===== src/cqr_pkg.sv =====
// Package of constants and types for the capability query responder
// Notes on behaviour
// - Command type 0x16 is recognised as the capability discovery request.
// - An error-free capability request is always answered with type 0x96.
// - Response fields sit at their fixed byte offsets, checksum at 48-51.
// - Word 40-43 holds four filter counts; word 44-47 reserved, VLAN modes, channels.
// - Flag bit 0 reports hardware arbitration, bit 1 host driver status.
// - Flag bit 2 reports controller-to-manager flow control support.
// - Flag bit 3 reports manager-to-controller flow control support.
// - Flag bit 4 reports all-multicast support; bits 31-5 are zero.
// - Broadcast mask bit set exactly when that broadcast filter is supported.
// - Multicast mask bit set exactly when that multicast filter is supported.
// - Buffering word gives manager-bound buffer bytes; zero means unspecified.
// - Event support word uses the notification control bit layout.
// - VLAN filter count never exceeds 15.
// - At least one unicast or mixed filter is always present.
// - Unicast, multicast and mixed counts add up to at most 8.
// - VLAN mode bit 0 is one, bits 1-2 optional, bits 7-3 zero.
// - Channel count reports channels in the package.
// - Parameter readback request carries type 0x17 with the same layout.
// - Parameter readback returns every setting currently in effect.
// - Each setting field returns the last stored value; filter count fields are fixed; unsupported fields read zero.
package cqr_pkg;
  // Request and response framing
  localparam logic [7:0] CMD_GET_CAP    = 8'h16;
  localparam logic [7:0] CMD_GET_PARAM  = 8'h17;
  localparam logic [7:0] RESP_BIT       = 8'h80;
  localparam int         HDR_LEN        = 16;
  localparam logic [5:0] TYPE_POS       = 6'h04;
  localparam logic [5:0] REQ_LAST_POS   = 6'h2D;
  localparam logic [5:0] RESP_LAST_POS  = 6'h33;
  localparam logic [15:0] RESP_GENERIC  = 16'h0000;
  localparam logic [15:0] REASON_NONE   = 16'h0000;
  // Capability content
  localparam logic [31:0] CAP_FLAGS     = 32'h0000_0017;
  localparam logic [31:0] CAP_BCAST     = 32'h0000_000F;
  localparam logic [31:0] CAP_MCAST     = 32'h0000_0007;
  localparam logic [31:0] CAP_BUFFER    = 32'h0000_2000;
  localparam logic [31:0] CAP_AEN       = 32'h0000_0007;
  localparam logic [7:0]  CNT_VLAN      = 8'h04;
  localparam logic [7:0]  CNT_MIXED     = 8'h02;
  localparam logic [7:0]  CNT_MCAST     = 8'h02;
  localparam logic [7:0]  CNT_UCAST     = 8'h02;
  localparam logic [7:0]  CAP_VLAN_MODE = 8'h05;
  localparam logic [7:0]  CAP_CHANNELS  = 8'h01;
  // Register offsets
  localparam logic [7:0] REG_LINK       = 8'h00;
  localparam logic [7:0] REG_BCAST      = 8'h04;
  localparam logic [7:0] REG_CFG_FLAGS  = 8'h08;
  localparam logic [7:0] REG_FLOW       = 8'h0C;
  localparam logic [7:0] REG_VLAN_MODE  = 8'h10;
  localparam logic [7:0] REG_AEN        = 8'h14;
  localparam logic [7:0] REG_MAC_FLAGS  = 8'h18;
  localparam logic [7:0] REG_VLAN_FLAGS = 8'h1C;
  localparam logic [7:0] REG_COUNTS     = 8'h20;
  localparam logic [7:0] REG_STATE      = 8'h24;
  // Reset values and write masks
  localparam logic [31:0] RST_ZERO      = 32'h0000_0000;
  localparam logic [31:0] RST_VLAN_MODE = 32'h0000_0001;
  localparam logic [31:0] MASK_CFG      = 32'h0000_000F;
  localparam logic [31:0] MASK_FLOW     = 32'h0000_0003;
  localparam logic [31:0] MASK_VLAN_MD  = 32'h0000_0007;
  localparam logic [31:0] MASK_MAC      = 32'h0000_003F;
  localparam logic [31:0] MASK_VLAN_FL  = 32'h0000_000F;
  localparam logic [31:0] MASK_ALL      = 32'hFFFF_FFFF;

  typedef struct packed {
    logic       valid;
    logic [7:0] data;
    logic       last;
    logic       err;
  } cqr_rx_t;

  typedef struct packed {
    logic       valid;
    logic [7:0] data;
    logic       last;
  } cqr_tx_t;

  typedef enum logic [1:0] {
    ST_RECV = 2'b01,
    ST_SEND = 2'b10
  } cqr_state_t;
endpackage


===== src/cqr_cfg_reg.sv =====
// Software-written configuration word with reset value and support mask
`timescale 1ns/1ps
`default_nettype none
module cqr_cfg_reg #(
  parameter logic [31:0] RST  = 32'h0000_0000,
  parameter logic [31:0] MASK = 32'hFFFF_FFFF
) (
  // Clock and reset
  input  wire logic        clock,
  input  wire logic        arst_n,
  // Write side
  input  wire logic        we,
  input  wire logic [31:0] wdata,
  // Stored value
  output logic      [31:0] q
);
  // Unsupported bits never store, so they read back as zero
  always_ff @(posedge clock or negedge arst_n) begin
    if (!arst_n) begin
      q <= RST & MASK;
    end else if (we) begin
      q <= wdata & MASK;
    end
  end
endmodule
`default_nettype wire


===== src/cqr_tx_ser.sv =====
// Response serialiser: walks byte positions and emits bytes most significant first
`timescale 1ns/1ps
`default_nettype none
module cqr_tx_ser (
  // Clock and reset
  input  wire logic             clock,
  input  wire logic             arst_n,
  // Control from the interpreter
  input  wire logic             start,
  input  wire logic [31:0]      word,
  output logic      [3:0]       word_idx,
  output logic                  done,
  // Byte stream out
  input  wire logic             tx_ready,
  output cqr_pkg::cqr_tx_t      tx
);
  logic [5:0] pos;
  logic [5:0] next_pos;
  logic [7:0] next_byte;

  always_comb begin
    next_pos = pos;
    if (start) begin
      next_pos = 6'h00;
    end else if (tx.valid && tx_ready && !tx.last) begin
      next_pos = pos + 6'h01;
    end
    word_idx = next_pos[5:2];
    unique case (next_pos[1:0])
      2'b00: next_byte = word[31:24];
      2'b01: next_byte = word[23:16];
      2'b10: next_byte = word[15:8];
      2'b11: next_byte = word[7:0];
    endcase
  end

  always_ff @(posedge clock or negedge arst_n) begin
    if (!arst_n) begin
      pos  <= 6'h00;
      tx   <= '0;
      done <= 1'b0;
    end else begin
      done <= 1'b0;
      if (start) begin
        pos       <= next_pos;
        tx.valid  <= 1'b1;
        tx.data   <= next_byte;
        tx.last   <= 1'b0;
      end else if (tx.valid && tx_ready) begin
        if (tx.last) begin
          tx.valid <= 1'b0;
          tx.last  <= 1'b0;
          done     <= 1'b1;
        end else begin
          pos     <= next_pos;
          tx.data <= next_byte;
          tx.last <= (next_pos == cqr_pkg::RESP_LAST_POS);
        end
      end
    end
  end
endmodule
`default_nettype wire


===== src/cqr_top.sv =====
// Capability and parameter readback command interpreter for one channel
`timescale 1ns/1ps
`default_nettype none
module cqr_top (
  // Clock and reset
  input  wire logic             clock,
  input  wire logic             arst_n,
  // Request byte stream from the sideband link
  input  wire cqr_pkg::cqr_rx_t rx,
  output logic                  rx_ready,
  // Response byte stream to the sideband link
  input  wire logic             tx_ready,
  output cqr_pkg::cqr_tx_t      tx,
  // Register port
  input  wire logic [7:0]       reg_addr,
  input  wire logic [31:0]      reg_wdata,
  input  wire logic             reg_we,
  input  wire logic             reg_re,
  output logic      [31:0]      reg_rdata
);
  // Interpreter state
  cqr_pkg::cqr_state_t state;
  cqr_pkg::cqr_state_t next_state;

  // Request capture
  logic [7:0]  hdr [cqr_pkg::HDR_LEN];
  logic [5:0]  rx_pos;
  logic        frame_err;
  logic        rx_take;
  logic        frame_end;
  logic        frame_ok;
  logic        cmd_known;
  logic        accept;
  logic [7:0]  cur_type;

  // Response control
  logic        kind_param;
  logic        start;
  logic        ser_done;
  logic [3:0]  word_idx;
  logic [31:0] word;
  logic [31:0] hdr_word;
  logic [31:0] cap_word;
  logic [31:0] param_word;
  logic [7:0]  resp_type;
  logic [7:0]  mac_count;

  // Answered query counts
  logic [15:0] cap_count;
  logic [15:0] param_count;

  // Settings stored by the management side
  logic [31:0] cfg_link;
  logic [31:0] cfg_bcast;
  logic [31:0] cfg_flags;
  logic [31:0] cfg_flow;
  logic [31:0] cfg_vlan_mode;
  logic [31:0] cfg_aen;
  logic [31:0] cfg_mac_flags;
  logic [31:0] cfg_vlan_flags;

  // Register port decode
  logic        we_link;
  logic        we_bcast;
  logic        we_flags;
  logic        we_flow;
  logic        we_vlan_mode;
  logic        we_aen;
  logic        we_mac_flags;
  logic        we_vlan_flags;
  logic [31:0] next_rdata;

  // A byte moves when both sides agree
  assign rx_take   = rx.valid && rx_ready;
  assign frame_end = rx_take && rx.last;
  assign cur_type  = hdr[4'(cqr_pkg::TYPE_POS)];

  // Only the two query codes are answered here
  assign cmd_known = (cur_type == cqr_pkg::CMD_GET_CAP) ||
                     (cur_type == cqr_pkg::CMD_GET_PARAM);

  // Error-free frame of exactly the request length
  assign frame_ok = !rx.err && !frame_err && cmd_known &&
                    (rx_pos == cqr_pkg::REQ_LAST_POS);
  assign accept   = (state == cqr_pkg::ST_RECV) && frame_end && frame_ok;

  // Byte position within the request
  always_ff @(posedge clock or negedge arst_n) begin
    if (!arst_n) begin
      rx_pos <= 6'h00;
    end else if (rx_take) begin
      if (rx.last) begin
        rx_pos <= 6'h00;
      end else if (rx_pos != 6'h3F) begin
        rx_pos <= rx_pos + 6'h01;
      end
    end
  end

  // Sticky error over a frame; an overlong frame is an error too
  always_ff @(posedge clock or negedge arst_n) begin
    if (!arst_n) begin
      frame_err <= 1'b0;
    end else if (rx_take) begin
      if (rx.last) begin
        frame_err <= 1'b0;
      end else if (rx.err || (rx_pos == 6'h3F)) begin
        frame_err <= 1'b1;
      end
    end
  end

  // Header bytes are kept for the answer header
  always_ff @(posedge clock or negedge arst_n) begin
    if (!arst_n) begin
      for (int i = 0; i < cqr_pkg::HDR_LEN; i++) begin
        hdr[i] <= 8'h00;
      end
    end else if (rx_take && (rx_pos < 6'(cqr_pkg::HDR_LEN))) begin
      hdr[rx_pos[3:0]] <= rx.data;
    end
  end

  // Receive until a good query ends, then send its answer
  always_comb begin
    next_state = state;
    unique case (state)
      cqr_pkg::ST_RECV: begin
        if (accept) begin
          next_state = cqr_pkg::ST_SEND;
        end
      end
      cqr_pkg::ST_SEND: begin
        if (ser_done) begin
          next_state = cqr_pkg::ST_RECV;
        end
      end
      default: begin
        next_state = cqr_pkg::ST_RECV;
      end
    endcase
  end

  always_ff @(posedge clock or negedge arst_n) begin
    if (!arst_n) begin
      state <= cqr_pkg::ST_RECV;
    end else begin
      state <= next_state;
    end
  end

  // Requests are refused while an answer is going out
  always_ff @(posedge clock or negedge arst_n) begin
    if (!arst_n) begin
      rx_ready <= 1'b0;
    end else begin
      rx_ready <= (next_state == cqr_pkg::ST_RECV);
    end
  end

  // One start pulse per accepted query
  always_ff @(posedge clock or negedge arst_n) begin
    if (!arst_n) begin
      start <= 1'b0;
    end else begin
      start <= accept;
    end
  end

  // Answer kind and type code latched with the start pulse
  always_ff @(posedge clock or negedge arst_n) begin
    if (!arst_n) begin
      kind_param <= 1'b0;
      resp_type  <= 8'h00;
    end else if (accept) begin
      kind_param <= (cur_type == cqr_pkg::CMD_GET_PARAM);
      resp_type  <= cur_type | cqr_pkg::RESP_BIT;
    end
  end

  // Answered query counts, readable by software
  always_ff @(posedge clock or negedge arst_n) begin
    if (!arst_n) begin
      cap_count   <= 16'h0000;
      param_count <= 16'h0000;
    end else if (accept) begin
      if (cur_type == cqr_pkg::CMD_GET_PARAM) begin
        param_count <= param_count + 16'h0001;
      end else begin
        cap_count <= cap_count + 16'h0001;
      end
    end
  end

  // Header words echo the request with the answer type code
  always_comb begin
    hdr_word = 32'h0000_0000;
    unique case (word_idx[1:0])
      2'b00: hdr_word = {hdr[0], hdr[1], hdr[2], hdr[3]};
      2'b01: hdr_word = {resp_type, hdr[5], hdr[6], hdr[7]};
      2'b10: hdr_word = {hdr[8], hdr[9], hdr[10], hdr[11]};
      2'b11: hdr_word = {hdr[12], hdr[13], hdr[14], hdr[15]};
    endcase
  end

  // Capability answer echoes the request header in words 0-3; the rest comes only from fixed constants
  always_comb begin
    cap_word = 32'h0000_0000;
    unique case (word_idx)
      4'h0, 4'h1, 4'h2, 4'h3: cap_word = hdr_word;
      4'h4: cap_word = {cqr_pkg::RESP_GENERIC, cqr_pkg::REASON_NONE};
      4'h5: cap_word = cqr_pkg::CAP_FLAGS;
      4'h6: cap_word = cqr_pkg::CAP_BCAST;
      4'h7: cap_word = cqr_pkg::CAP_MCAST;
      4'h8: cap_word = cqr_pkg::CAP_BUFFER;
      4'h9: cap_word = cqr_pkg::CAP_AEN;
      4'hA: begin
        cap_word = {cqr_pkg::CNT_VLAN,
                    cqr_pkg::CNT_MIXED,
                    cqr_pkg::CNT_MCAST,
                    cqr_pkg::CNT_UCAST};
      end
      4'hB: begin
        cap_word = {16'h0000,
                    cqr_pkg::CAP_VLAN_MODE,
                    cqr_pkg::CAP_CHANNELS};
      end
      // Checksum word goes out as zero and is filled in further down the link
      default: cap_word = 32'h0000_0000;
    endcase
  end

  // Total address filters, unicast plus multicast plus mixed
  assign mac_count = cqr_pkg::CNT_UCAST + cqr_pkg::CNT_MCAST + cqr_pkg::CNT_MIXED;

  // Readback answer reflects the stored settings
  always_comb begin
    param_word = 32'h0000_0000;
    unique case (word_idx)
      4'h0, 4'h1, 4'h2, 4'h3: param_word = hdr_word;
      4'h4: param_word = {cqr_pkg::RESP_GENERIC, cqr_pkg::REASON_NONE};
      4'h5: param_word = {8'h00, mac_count, 8'h00, cfg_mac_flags[7:0]};
      4'h6: param_word = {cqr_pkg::CNT_VLAN, 8'h00, cfg_vlan_flags[15:0]};
      4'h7: param_word = cfg_link;
      4'h8: param_word = cfg_bcast;
      4'h9: param_word = cfg_flags;
      4'hA: param_word = {cfg_vlan_mode[7:0], 16'h0000, cfg_flow[7:0]};
      4'hB: param_word = cfg_aen;
      default: param_word = 32'h0000_0000;
    endcase
  end

  // Which answer feeds the serialiser
  assign word = kind_param ? param_word : cap_word;

  // Byte serialiser for both answers
  cqr_tx_ser i_ser (
    .clock    (clock),
    .arst_n   (arst_n),
    .start    (start),
    .word     (word),
    .word_idx (word_idx),
    .done     (ser_done),
    .tx_ready (tx_ready),
    .tx       (tx)
  );

  // Write strobes, one per stored setting
  assign we_link       = reg_we && (reg_addr == cqr_pkg::REG_LINK);
  assign we_bcast      = reg_we && (reg_addr == cqr_pkg::REG_BCAST);
  assign we_flags      = reg_we && (reg_addr == cqr_pkg::REG_CFG_FLAGS);
  assign we_flow       = reg_we && (reg_addr == cqr_pkg::REG_FLOW);
  assign we_vlan_mode  = reg_we && (reg_addr == cqr_pkg::REG_VLAN_MODE);
  assign we_aen        = reg_we && (reg_addr == cqr_pkg::REG_AEN);
  assign we_mac_flags  = reg_we && (reg_addr == cqr_pkg::REG_MAC_FLAGS);
  assign we_vlan_flags = reg_we && (reg_addr == cqr_pkg::REG_VLAN_FLAGS);

  // Stored settings; unsupported bits never store and read zero
  cqr_cfg_reg #(.RST(cqr_pkg::RST_ZERO), .MASK(cqr_pkg::MASK_ALL)) i_link (
    .clock(clock), .arst_n(arst_n),
    .we(we_link), .wdata(reg_wdata), .q(cfg_link)
  );

  cqr_cfg_reg #(.RST(cqr_pkg::RST_ZERO), .MASK(cqr_pkg::CAP_BCAST)) i_bcast (
    .clock(clock), .arst_n(arst_n),
    .we(we_bcast), .wdata(reg_wdata), .q(cfg_bcast)
  );

  cqr_cfg_reg #(.RST(cqr_pkg::RST_ZERO), .MASK(cqr_pkg::MASK_CFG)) i_flags (
    .clock(clock), .arst_n(arst_n),
    .we(we_flags), .wdata(reg_wdata), .q(cfg_flags)
  );

  cqr_cfg_reg #(.RST(cqr_pkg::RST_ZERO), .MASK(cqr_pkg::MASK_FLOW)) i_flow (
    .clock(clock), .arst_n(arst_n),
    .we(we_flow), .wdata(reg_wdata), .q(cfg_flow)
  );

  cqr_cfg_reg #(.RST(cqr_pkg::RST_VLAN_MODE), .MASK(cqr_pkg::MASK_VLAN_MD)) i_vlan_mode (
    .clock(clock), .arst_n(arst_n),
    .we(we_vlan_mode), .wdata(reg_wdata), .q(cfg_vlan_mode)
  );

  cqr_cfg_reg #(.RST(cqr_pkg::RST_ZERO), .MASK(cqr_pkg::CAP_AEN)) i_aen (
    .clock(clock), .arst_n(arst_n),
    .we(we_aen), .wdata(reg_wdata), .q(cfg_aen)
  );

  cqr_cfg_reg #(.RST(cqr_pkg::RST_ZERO), .MASK(cqr_pkg::MASK_MAC)) i_mac_flags (
    .clock(clock), .arst_n(arst_n),
    .we(we_mac_flags), .wdata(reg_wdata), .q(cfg_mac_flags)
  );

  cqr_cfg_reg #(.RST(cqr_pkg::RST_ZERO), .MASK(cqr_pkg::MASK_VLAN_FL)) i_vlan_flags (
    .clock(clock), .arst_n(arst_n),
    .we(we_vlan_flags), .wdata(reg_wdata), .q(cfg_vlan_flags)
  );

  // Read decode; unmapped offsets read zero
  always_comb begin
    next_rdata = 32'h0000_0000;
    case (reg_addr)
      cqr_pkg::REG_LINK:       next_rdata = cfg_link;
      cqr_pkg::REG_BCAST:      next_rdata = cfg_bcast;
      cqr_pkg::REG_CFG_FLAGS:  next_rdata = cfg_flags;
      cqr_pkg::REG_FLOW:       next_rdata = cfg_flow;
      cqr_pkg::REG_VLAN_MODE:  next_rdata = cfg_vlan_mode;
      cqr_pkg::REG_AEN:        next_rdata = cfg_aen;
      cqr_pkg::REG_MAC_FLAGS:  next_rdata = cfg_mac_flags;
      cqr_pkg::REG_VLAN_FLAGS: next_rdata = cfg_vlan_flags;
      cqr_pkg::REG_COUNTS:     next_rdata = {cqr_pkg::CNT_VLAN, cqr_pkg::CNT_MIXED,
                                             cqr_pkg::CNT_MCAST, cqr_pkg::CNT_UCAST};
      cqr_pkg::REG_STATE:      next_rdata = {cap_count, param_count};
      default:                 next_rdata = 32'h0000_0000;
    endcase
  end

  // Read data stand only in the cycle after the strobe
  always_ff @(posedge clock or negedge arst_n) begin
    if (!arst_n) begin
      reg_rdata <= 32'h0000_0000;
    end else begin
      reg_rdata <= reg_re ? next_rdata : 32'h0000_0000;
    end
  end
endmodule
`default_nettype wire


===== config.mk =====
export PLATFORM = sky130hd
export DESIGN_NAME = cqr_top
export DESIGN_NICKNAME = d
export VERILOG_FILES = /design/src/cqr_pkg.sv /design/src/cqr_cfg_reg.sv /design/src/cqr_tx_ser.sv /design/src/cqr_top.sv
export SDC_FILE = /design/constraint.sdc
export NUM_CORES = 1
export LEC_CHECK = 0
export BUFFER_PORTS_ARGS = -buffer_cell sky130_fd_sc_hd__buf_4
export CAP_MARGIN = 20
export CORE_UTILIZATION = 61
export DETAILED_ROUTE_END_ITERATION = 10
export PLACE_DENSITY = 0.81
export SLEW_MARGIN = 25
export SYNTH_ARGS = -nofsm -noshare
export SYNTH_HDL_FRONTEND = slang
export SYNTH_SLANG_ARGS = --single-unit

===== constraint.sdc =====
create_clock -name clock -period 2.88 [get_ports clock]
set_input_delay 0 -clock clock [delete_from_list [all_inputs] [get_ports clock]]
set_output_delay 0 -clock clock [all_outputs]
set_load 0.1 [all_outputs]

==> results.sh, run 1 <==
export IMPL_status="complete, no violations"
export IMPL_final_antenna_net_count=0
export IMPL_slew_violations=0
export IMPL_holdWs_ns=0.0580
export IMPL_cts_root_buffer="clkbuf_16"
export IMPL_worst_pin_slew_ns=0.875
export IMPL_cts_tree="done"
export IMPL_die_h_um=152
export IMPL_peakVddDrop_mv=0.607
export IMPL_grt_util_all_layers_pct=34.5
export IMPL_rsz0062_at_grt="no"
export IMPL_antenna_cells=0
export IMPL_htreeDepth=1
export IMPL_yosysUniqueCellTypes=82
export IMPL_critPathRequiredTime_ns=3.33
export IMPL_syn_nets=1241
export IMPL_vias=10649
export IMPL_crit_path_start_kind="flop"
export IMPL_min_period_over_period_pct=96.6
export IMPL_core_area_mm2=0.0219
export IMPL_cellPowerDensity_mw_per_mm2=856
export IMPL_switchingPower_mw=5.25
export IMPL_leakage_nw=7.82
export IMPL_cts_buffer_depth=3
export IMPL_synth_edff_count=0
export IMPL_yosysWarningCount=0
export IMPL_critPathSlowestCell="dfrtp_1"
export IMPL_portBuffers=98
export IMPL_nNetsFinal=1424
export IMPL_max_cap_violations=0
export IMPL_drt_initial_drc_count=989
export IMPL_layout_commonest_cell="dfrtp_1"
export IMPL_switching_share_pct=37.0
export IMPL_cts_sinks=287
export IMPL_critPathKind="reg2reg"
export IMPL_async_reset_ff_share_pct=100
export IMPL_drc=0
export IMPL_layout_min_cycle_time_ns=2.78
export IMPL_ios=99
export IMPL_setup_viol=0
export IMPL_sequentialPowerShare_pct=34.8
export IMPL_synth_cells=1176
export IMPL_grt_overflow_total=0
export IMPL_hold_class="in2reg"
export IMPL_final_cell_mix="dfrtp_1 (282), mux2_2 (192), buf_4 (158), nand2_1 (110), nor2_1 (87)"
export IMPL_numCtsBuffers=29
export IMPL_clk_latency_ns=0.55
export IMPL_drt_wl_total_um=39200
export IMPL_synth_avg_cell_area_um2=11.6
export IMPL_hold_viol_final=0
export IMPL_grt_pass1_vias=10950
export IMPL_combPwrFrac_pct=37.8
export IMPL_grt_pass1_wl_um=62000
export IMPL_relSlewSlack_pct=41.5
export IMPL_fin_skew_ns=0.0120
export IMPL_syn_area_mm2=0.0137
export IMPL_synthToLayoutAreaGrowth_pct=21.0
export IMPL_tns_ns=0
export IMPL_ys_seq_elements=287
export IMPL_die_w_um=152
export IMPL_gp_congestion=0.995
export IMPL_fmax_ghz=0.360
export IMPL_first_pass_iters=6
export IMPL_dp_hpwl_um=26500
export IMPL_cp_arrival_ns=3.23
export IMPL_avgViaCountPerCell=6.41
export IMPL_cp_max_fo=11
export IMPL_path_clk_slew_ns=0.07
export IMPL_power_frac_clock_pct=27.3
export IMPL_nFillCells=1436
export IMPL_grt_max_degree=136
export IMPL_seq_area_frac_synth_pct=52.5
export IMPL_worstPathCellList="buf_4 -> nand4b_4 -> nor4_4 -> nor2_2 -> inv_1 -> nand3_1 -> a311o_1 -> o21ai_1 -> o21ai_0 -> a32o_1"
export IMPL_drt_wirelength_per_cell_um=23.6
export IMPL_start_util_pct=62.5
export IMPL_die_area_mm2=0.0230
export IMPL_rows=54
export IMPL_antenna_found_initial=1
export IMPL_critPathMaxStageDelay_ns=0.41
export IMPL_end_kind="flop"
export IMPL_p_int_mw=8.93
export IMPL_layout_drive_gt1_share_pct=32.6
export IMPL_synthFlopType="dfrtp_1"
-- cells in the mapped netlist (13+ instances only) --
| library cell | count | area [um^2] |
|---|---|---|
| a21oi_1 | 37 | 185 |
| a22oi_1 | 47 | 353 |
| and3_1 | 21 | 131 |
| buf_2 | 16 | 80.1 |
| clkbuf_1 | 33 | 124 |
| dfrtp_1 | 285 | 7130 |
| inv_1 | 16 | 60.1 |
| mux2_2 | 192 | 2160 |
| mux2i_1 | 13 | 130 |
| nand2_1 | 110 | 413 |
| nand3_1 | 28 | 140 |
| nor2_1 | 89 | 334 |
| nor3_1 | 13 | 65.1 |
| o21ai_0 | 33 | 165 |
| xnor2_1 | 23 | 201 |
-- worst max-delay path: cells and delay by family (launching register included) --
kind                   cells  cell delay [ns]
buffers and inverters      2             0.53
flip-flops                 1             0.41
AND/OR/NAND/NOR            4             0.84
AO/OA/AOI/OAI              4             0.87
-- area by class of cell --
cell class	count	area, um^2	share of cell area (%)
Inverter	18	67.6	0.408
Multi-Input combinational cell	808	6170	37.2
Sequential cell	287	7190	43.4
Timing Repair Buffer	215	1800	10.9
Clock buffer	42	835	5.04
Clock inverter	12	150	0.907
Tap cell	280	350	2.12
-- per-stage QoR --
| step | instances | setup slack, ns | power, mW | instance area [um^2] | util (%) |
|---|---|---|---|---|---|
| floorplan | 1176 | 0.130 | 8.25 | 13700 | - |
| global placement | 1553 | 0.128 | 9.96 | 15000 | 68.5 |
| detailed placement | 1553 | 0.0733 | 10.0 | 15000 | 68.5 |
| CTS | 1659 | 0.0404 | 14.0 | 16500 | 75.3 |
| global route | 1662 | 0.00175 | 14.7 | 16600 | 75.6 |
| finish | 1662 | 0.0984 | 14.2 | 16600 | 75.6 |
-- final timing paths --
kind,startpoint,endpoint,cells after the start,slack (ns)
min in group asynchronous,arst_n,i_ser.pos[3],3,0.14
worst max register to register,i_ser.pos[2],i_ser.tx[5],10,0.1
worst min-delay path,reg_addr[3],reg_rdata[26],4,0.06
worst max-delay path,i_ser.pos[2],i_ser.tx[5],10,0.1
max in group asynchronous,arst_n,i_ser.pos[4],3,1.60
worst min register to register,cap_count[15],cap_count[15],1,0.47
-- state kept, by name, summed over array words and instances, names as in the netlist --
name and cells:
i_flags.q 4, i_vlan_flags.q 4, cur_type 8, i_ser.done 1, cap_count 16, rx_pos 6
i_aen.q 3, param_count 16, hdr 120, i_flow.q 2, i_link.q 32, kind_param 1
resp_type 8, i_ser.pos 6, i_vlan_mode.q 3, i_mac_flags.q 6, state 2, i_bcast.q 4
i_ser.tx 10, start 1, frame_err 1, rx_ready 1, reg_rdata 32
-- cell families (layout without fill, tap and decap cells) --
family                     count (synthesis)  count (layout)  synth area share [%]
and+or+nand+nor                          341             341                  12.4
DFF                                      287             287                  52.5
muxes                                    217             217                  18.7
AOI/OAI and AO/OA                        207             207                  10.6
buffers and inverters                     81             287                  2.75
xor gates and xnor gates                  34              34                  2.18
adders and majority gates                  9               9                 0.823
-- metal layers --
metal  track usage, %  vias up  wire [um]
li1                 -     4650          -
met5                0        -          0
met2             55.2      585      18600
met3             7.05      139       3140
met4             14.4        0       1790
met1             46.2     5275      15700
-- timing repair --
action                     in CTS  in global routing
hold endpoints to repair      495                  0
setup buffers                   0                  3
hold buffers                   52                  0
setup endpoints to repair       0                  9
resized for setup               0                  8
-- power groups by stage --
| stage | logic [mW] | registers (mW) | clock network, mW |
|---|---|---|---|
| after global routing | 5.67 | 4.98 | 4.08 |
| final | 5.36 | 4.94 | 3.88 |
| after floorplan | 3.01 | 5.24 | 0 |
| after detailed placement | 5.06 | 4.98 | 0 |
| after global placement | 4.99 | 4.97 | 0 |
| after CTS | 5.16 | 4.91 | 3.90 |
No activity file was read; power rests on OpenSTA's default activity.
==> run 2: changes to the inputs <==
Settings changed: PLACE_DENSITY 0.81 to 0.87, SLEW_MARGIN 25 to not set.
==> run 2 against run 1 <==
Maximum frequency is 0.26% lower. Critical path depth is 1 lower. Hold slack worse by 0.018 ns. Core utilization is 0.45 points higher.
==> results.sh, run 2 (synthesized netlist as in run 1, its figures left out) <==
export IMPL_status="complete, no violations"
export IMPL_core_area_mm2=0.0219
export IMPL_cts_sinks=287
export IMPL_drt_initial_drc_count=1433
export IMPL_critPathSlowestCell="dfrtp_2"
export IMPL_path_clk_slew_ns=0.07
export IMPL_switchingPower_mw=5.24
export IMPL_p_int_mw=9.13
export IMPL_portBuffers=98
export IMPL_numCtsBuffers=29
export IMPL_crit_path_start_kind="flop"
export IMPL_cp_arrival_ns=3.23
export IMPL_fin_skew_ns=0.0140
export IMPL_critPathRequiredTime_ns=3.32
export IMPL_dp_hpwl_um=27200
export IMPL_die_w_um=152
export IMPL_hold_class="in2async"
export IMPL_min_period_over_period_pct=96.8
export IMPL_cp_max_fo=11
export IMPL_htreeDepth=1
export IMPL_hold_viol_final=0
export IMPL_worstPathCellList="and4b_2 -> a21oi_2 -> nor2_2 -> buf_12 -> buf_4 -> mux4_2 -> a221oi_1 -> o31a_1 -> o21ai_1"
export IMPL_rows=54
export IMPL_sequentialPowerShare_pct=34.5
export IMPL_clk_latency_ns=0.55
export IMPL_drt_wl_total_um=40900
export IMPL_drc=0
export IMPL_rsz0062_at_grt="no"
export IMPL_cellPowerDensity_mw_per_mm2=863
export IMPL_reg2reg_depth=9
export IMPL_dpl_cell_count=1555
export IMPL_combPwrFrac_pct=37.2
export IMPL_final_antenna_net_count=0
export IMPL_multi_input_area_mm2=0.00616
export IMPL_antenna_found_initial=0
export IMPL_vias=10918
export IMPL_grt_pass1_vias=11167
export IMPL_grt_max_degree=89
export IMPL_end_kind="flop"
export IMPL_slew_violations=0
export IMPL_post_route_cell_area_mm2=0.0167
export IMPL_first_pass_iters=6
export IMPL_start_util_pct=62.5
export IMPL_final_cell_mix="dfrtp_1 (281), mux2_2 (192), buf_4 (153), nand2_1 (110), nor2_1 (87)"
export IMPL_ios=99
export IMPL_cts_tree="done"
export IMPL_gp_congestion=0.963
export IMPL_top_regs="hdr: 120 flops, i_link.q: 32 flops, reg_rdata: 32 flops"
export IMPL_cpLargestDelayFamily="compound AO/OA/AOI/OAI gates"
export IMPL_place_area_mm2=0.0151
export IMPL_die_area_mm2=0.0230
export IMPL_leakage_nw=7.86
export IMPL_grt_pass1_wl_um=63800
export IMPL_largest_reg_flops=120
export IMPL_drt_wirelength_per_cell_um=24.7
export IMPL_top_register="hdr"
export IMPL_cts_buffer_depth=3
export IMPL_max_cap_violations=0
export IMPL_worst_path_stages=9
export IMPL_layout_drive_gt1_share_pct=32.8
export IMPL_critPathMaxStageDelay_ns=0.44
export IMPL_layout_commonest_cell="dfrtp_1"
export IMPL_peakVddDrop_mv=0.645
export IMPL_grt_overflow_total=0
export IMPL_setup_viol=0
export IMPL_cts_root_buffer="clkbuf_16"
export IMPL_stdcell_count=1660
export IMPL_power_frac_clock_pct=28.4
export IMPL_grt_util_all_layers_pct=35.5
export IMPL_switching_share_pct=36.5
export IMPL_die_h_um=152
export IMPL_fmax_ghz=0.359
export IMPL_relSlewSlack_pct=49.5
export IMPL_seq_area_mm2=0.00719
export IMPL_layout_min_cycle_time_ns=2.79
export IMPL_synthToLayoutAreaGrowth_pct=21.7
export IMPL_crit_buf_inv=2
export IMPL_avgViaCountPerCell=6.58
export IMPL_tns_ns=0
export IMPL_antenna_cells=0
export IMPL_nNetsFinal=1425
export IMPL_nFillCells=1347
export IMPL_worst_pin_slew_ns=0.758
export IMPL_critPathKind="reg2reg"
==> run 2: worst paths after layout <==
kind / from / endpoint / slack (ns)
max: i_ser.tx[0] / i_ser.tx[4] / 0.09
min reg2reg: cap_count[15] / cap_count[15] / 0.48
min in group clock: reg_addr[3] / reg_rdata[17] / 0.06
max reg2reg: i_ser.tx[0] / i_ser.tx[4] / 0.09
max in group asynchronous: arst_n / hdr[11] / 1.90
min: arst_n / i_flow.q[1] / 0.04
==> run 2: stage by stage <==
stage          hold WS [ns]  total power, mW  setup WS, ns  util (%)
3_3_place_gp         0.0506             9.98         0.159      68.8
5_1_grt              0.0698             14.9       0.00842      76.1
6_report             0.0399             14.4        0.0912      76.1
2_1_floorplan        -0.296             8.25         0.130         -
3_5_place_dp         0.0629             10.1        0.0929      68.8
4_1_cts              0.0351             14.2        0.0529      75.9
==> run 2: final cells by class <==
cell class,instances,area share [%]
Multi-Input combinational cell,808,37.0
Sequential cell,287,43.2
Timing Repair Buffer,216,11.2
Clock inverter,13,1.17
Inverter,18,0.406
Clock buffer,38,4.98
Tap cell,280,2.10
==> run 2: what timing repair did <==
action | CTS | global route
hold buffers | 53 | 0
buffers inserted | 0 | 1
gates resized for setup | 0 | 9
hold endpoints to repair | 371 | 0
setup endpoints to repair | 0 | 9
==> run 2: power by group through the flow <==
stage                     clock [mW]  sequential, mW  combinational (mW)
final                           4.08            4.95                5.34
after detailed placement           0            5.00                5.09
after global placement             0            4.97                5.01
after global routing            4.24            5.00                5.62
after CTS                       4.07            4.94                5.21
after floorplan                    0            5.24                3.01
==> run 2: routing by layer <==
metal	routed length [um]	share of wire, %	vias to the layer above	track usage, %
met5	0	0	-	0
met4	2090	5.1	0	17.0
met3	3720	9.1	168	7.13
met2	19600	48	692	57.6
met1	15600	38	5398	46.1
li1	-	-	4660	-
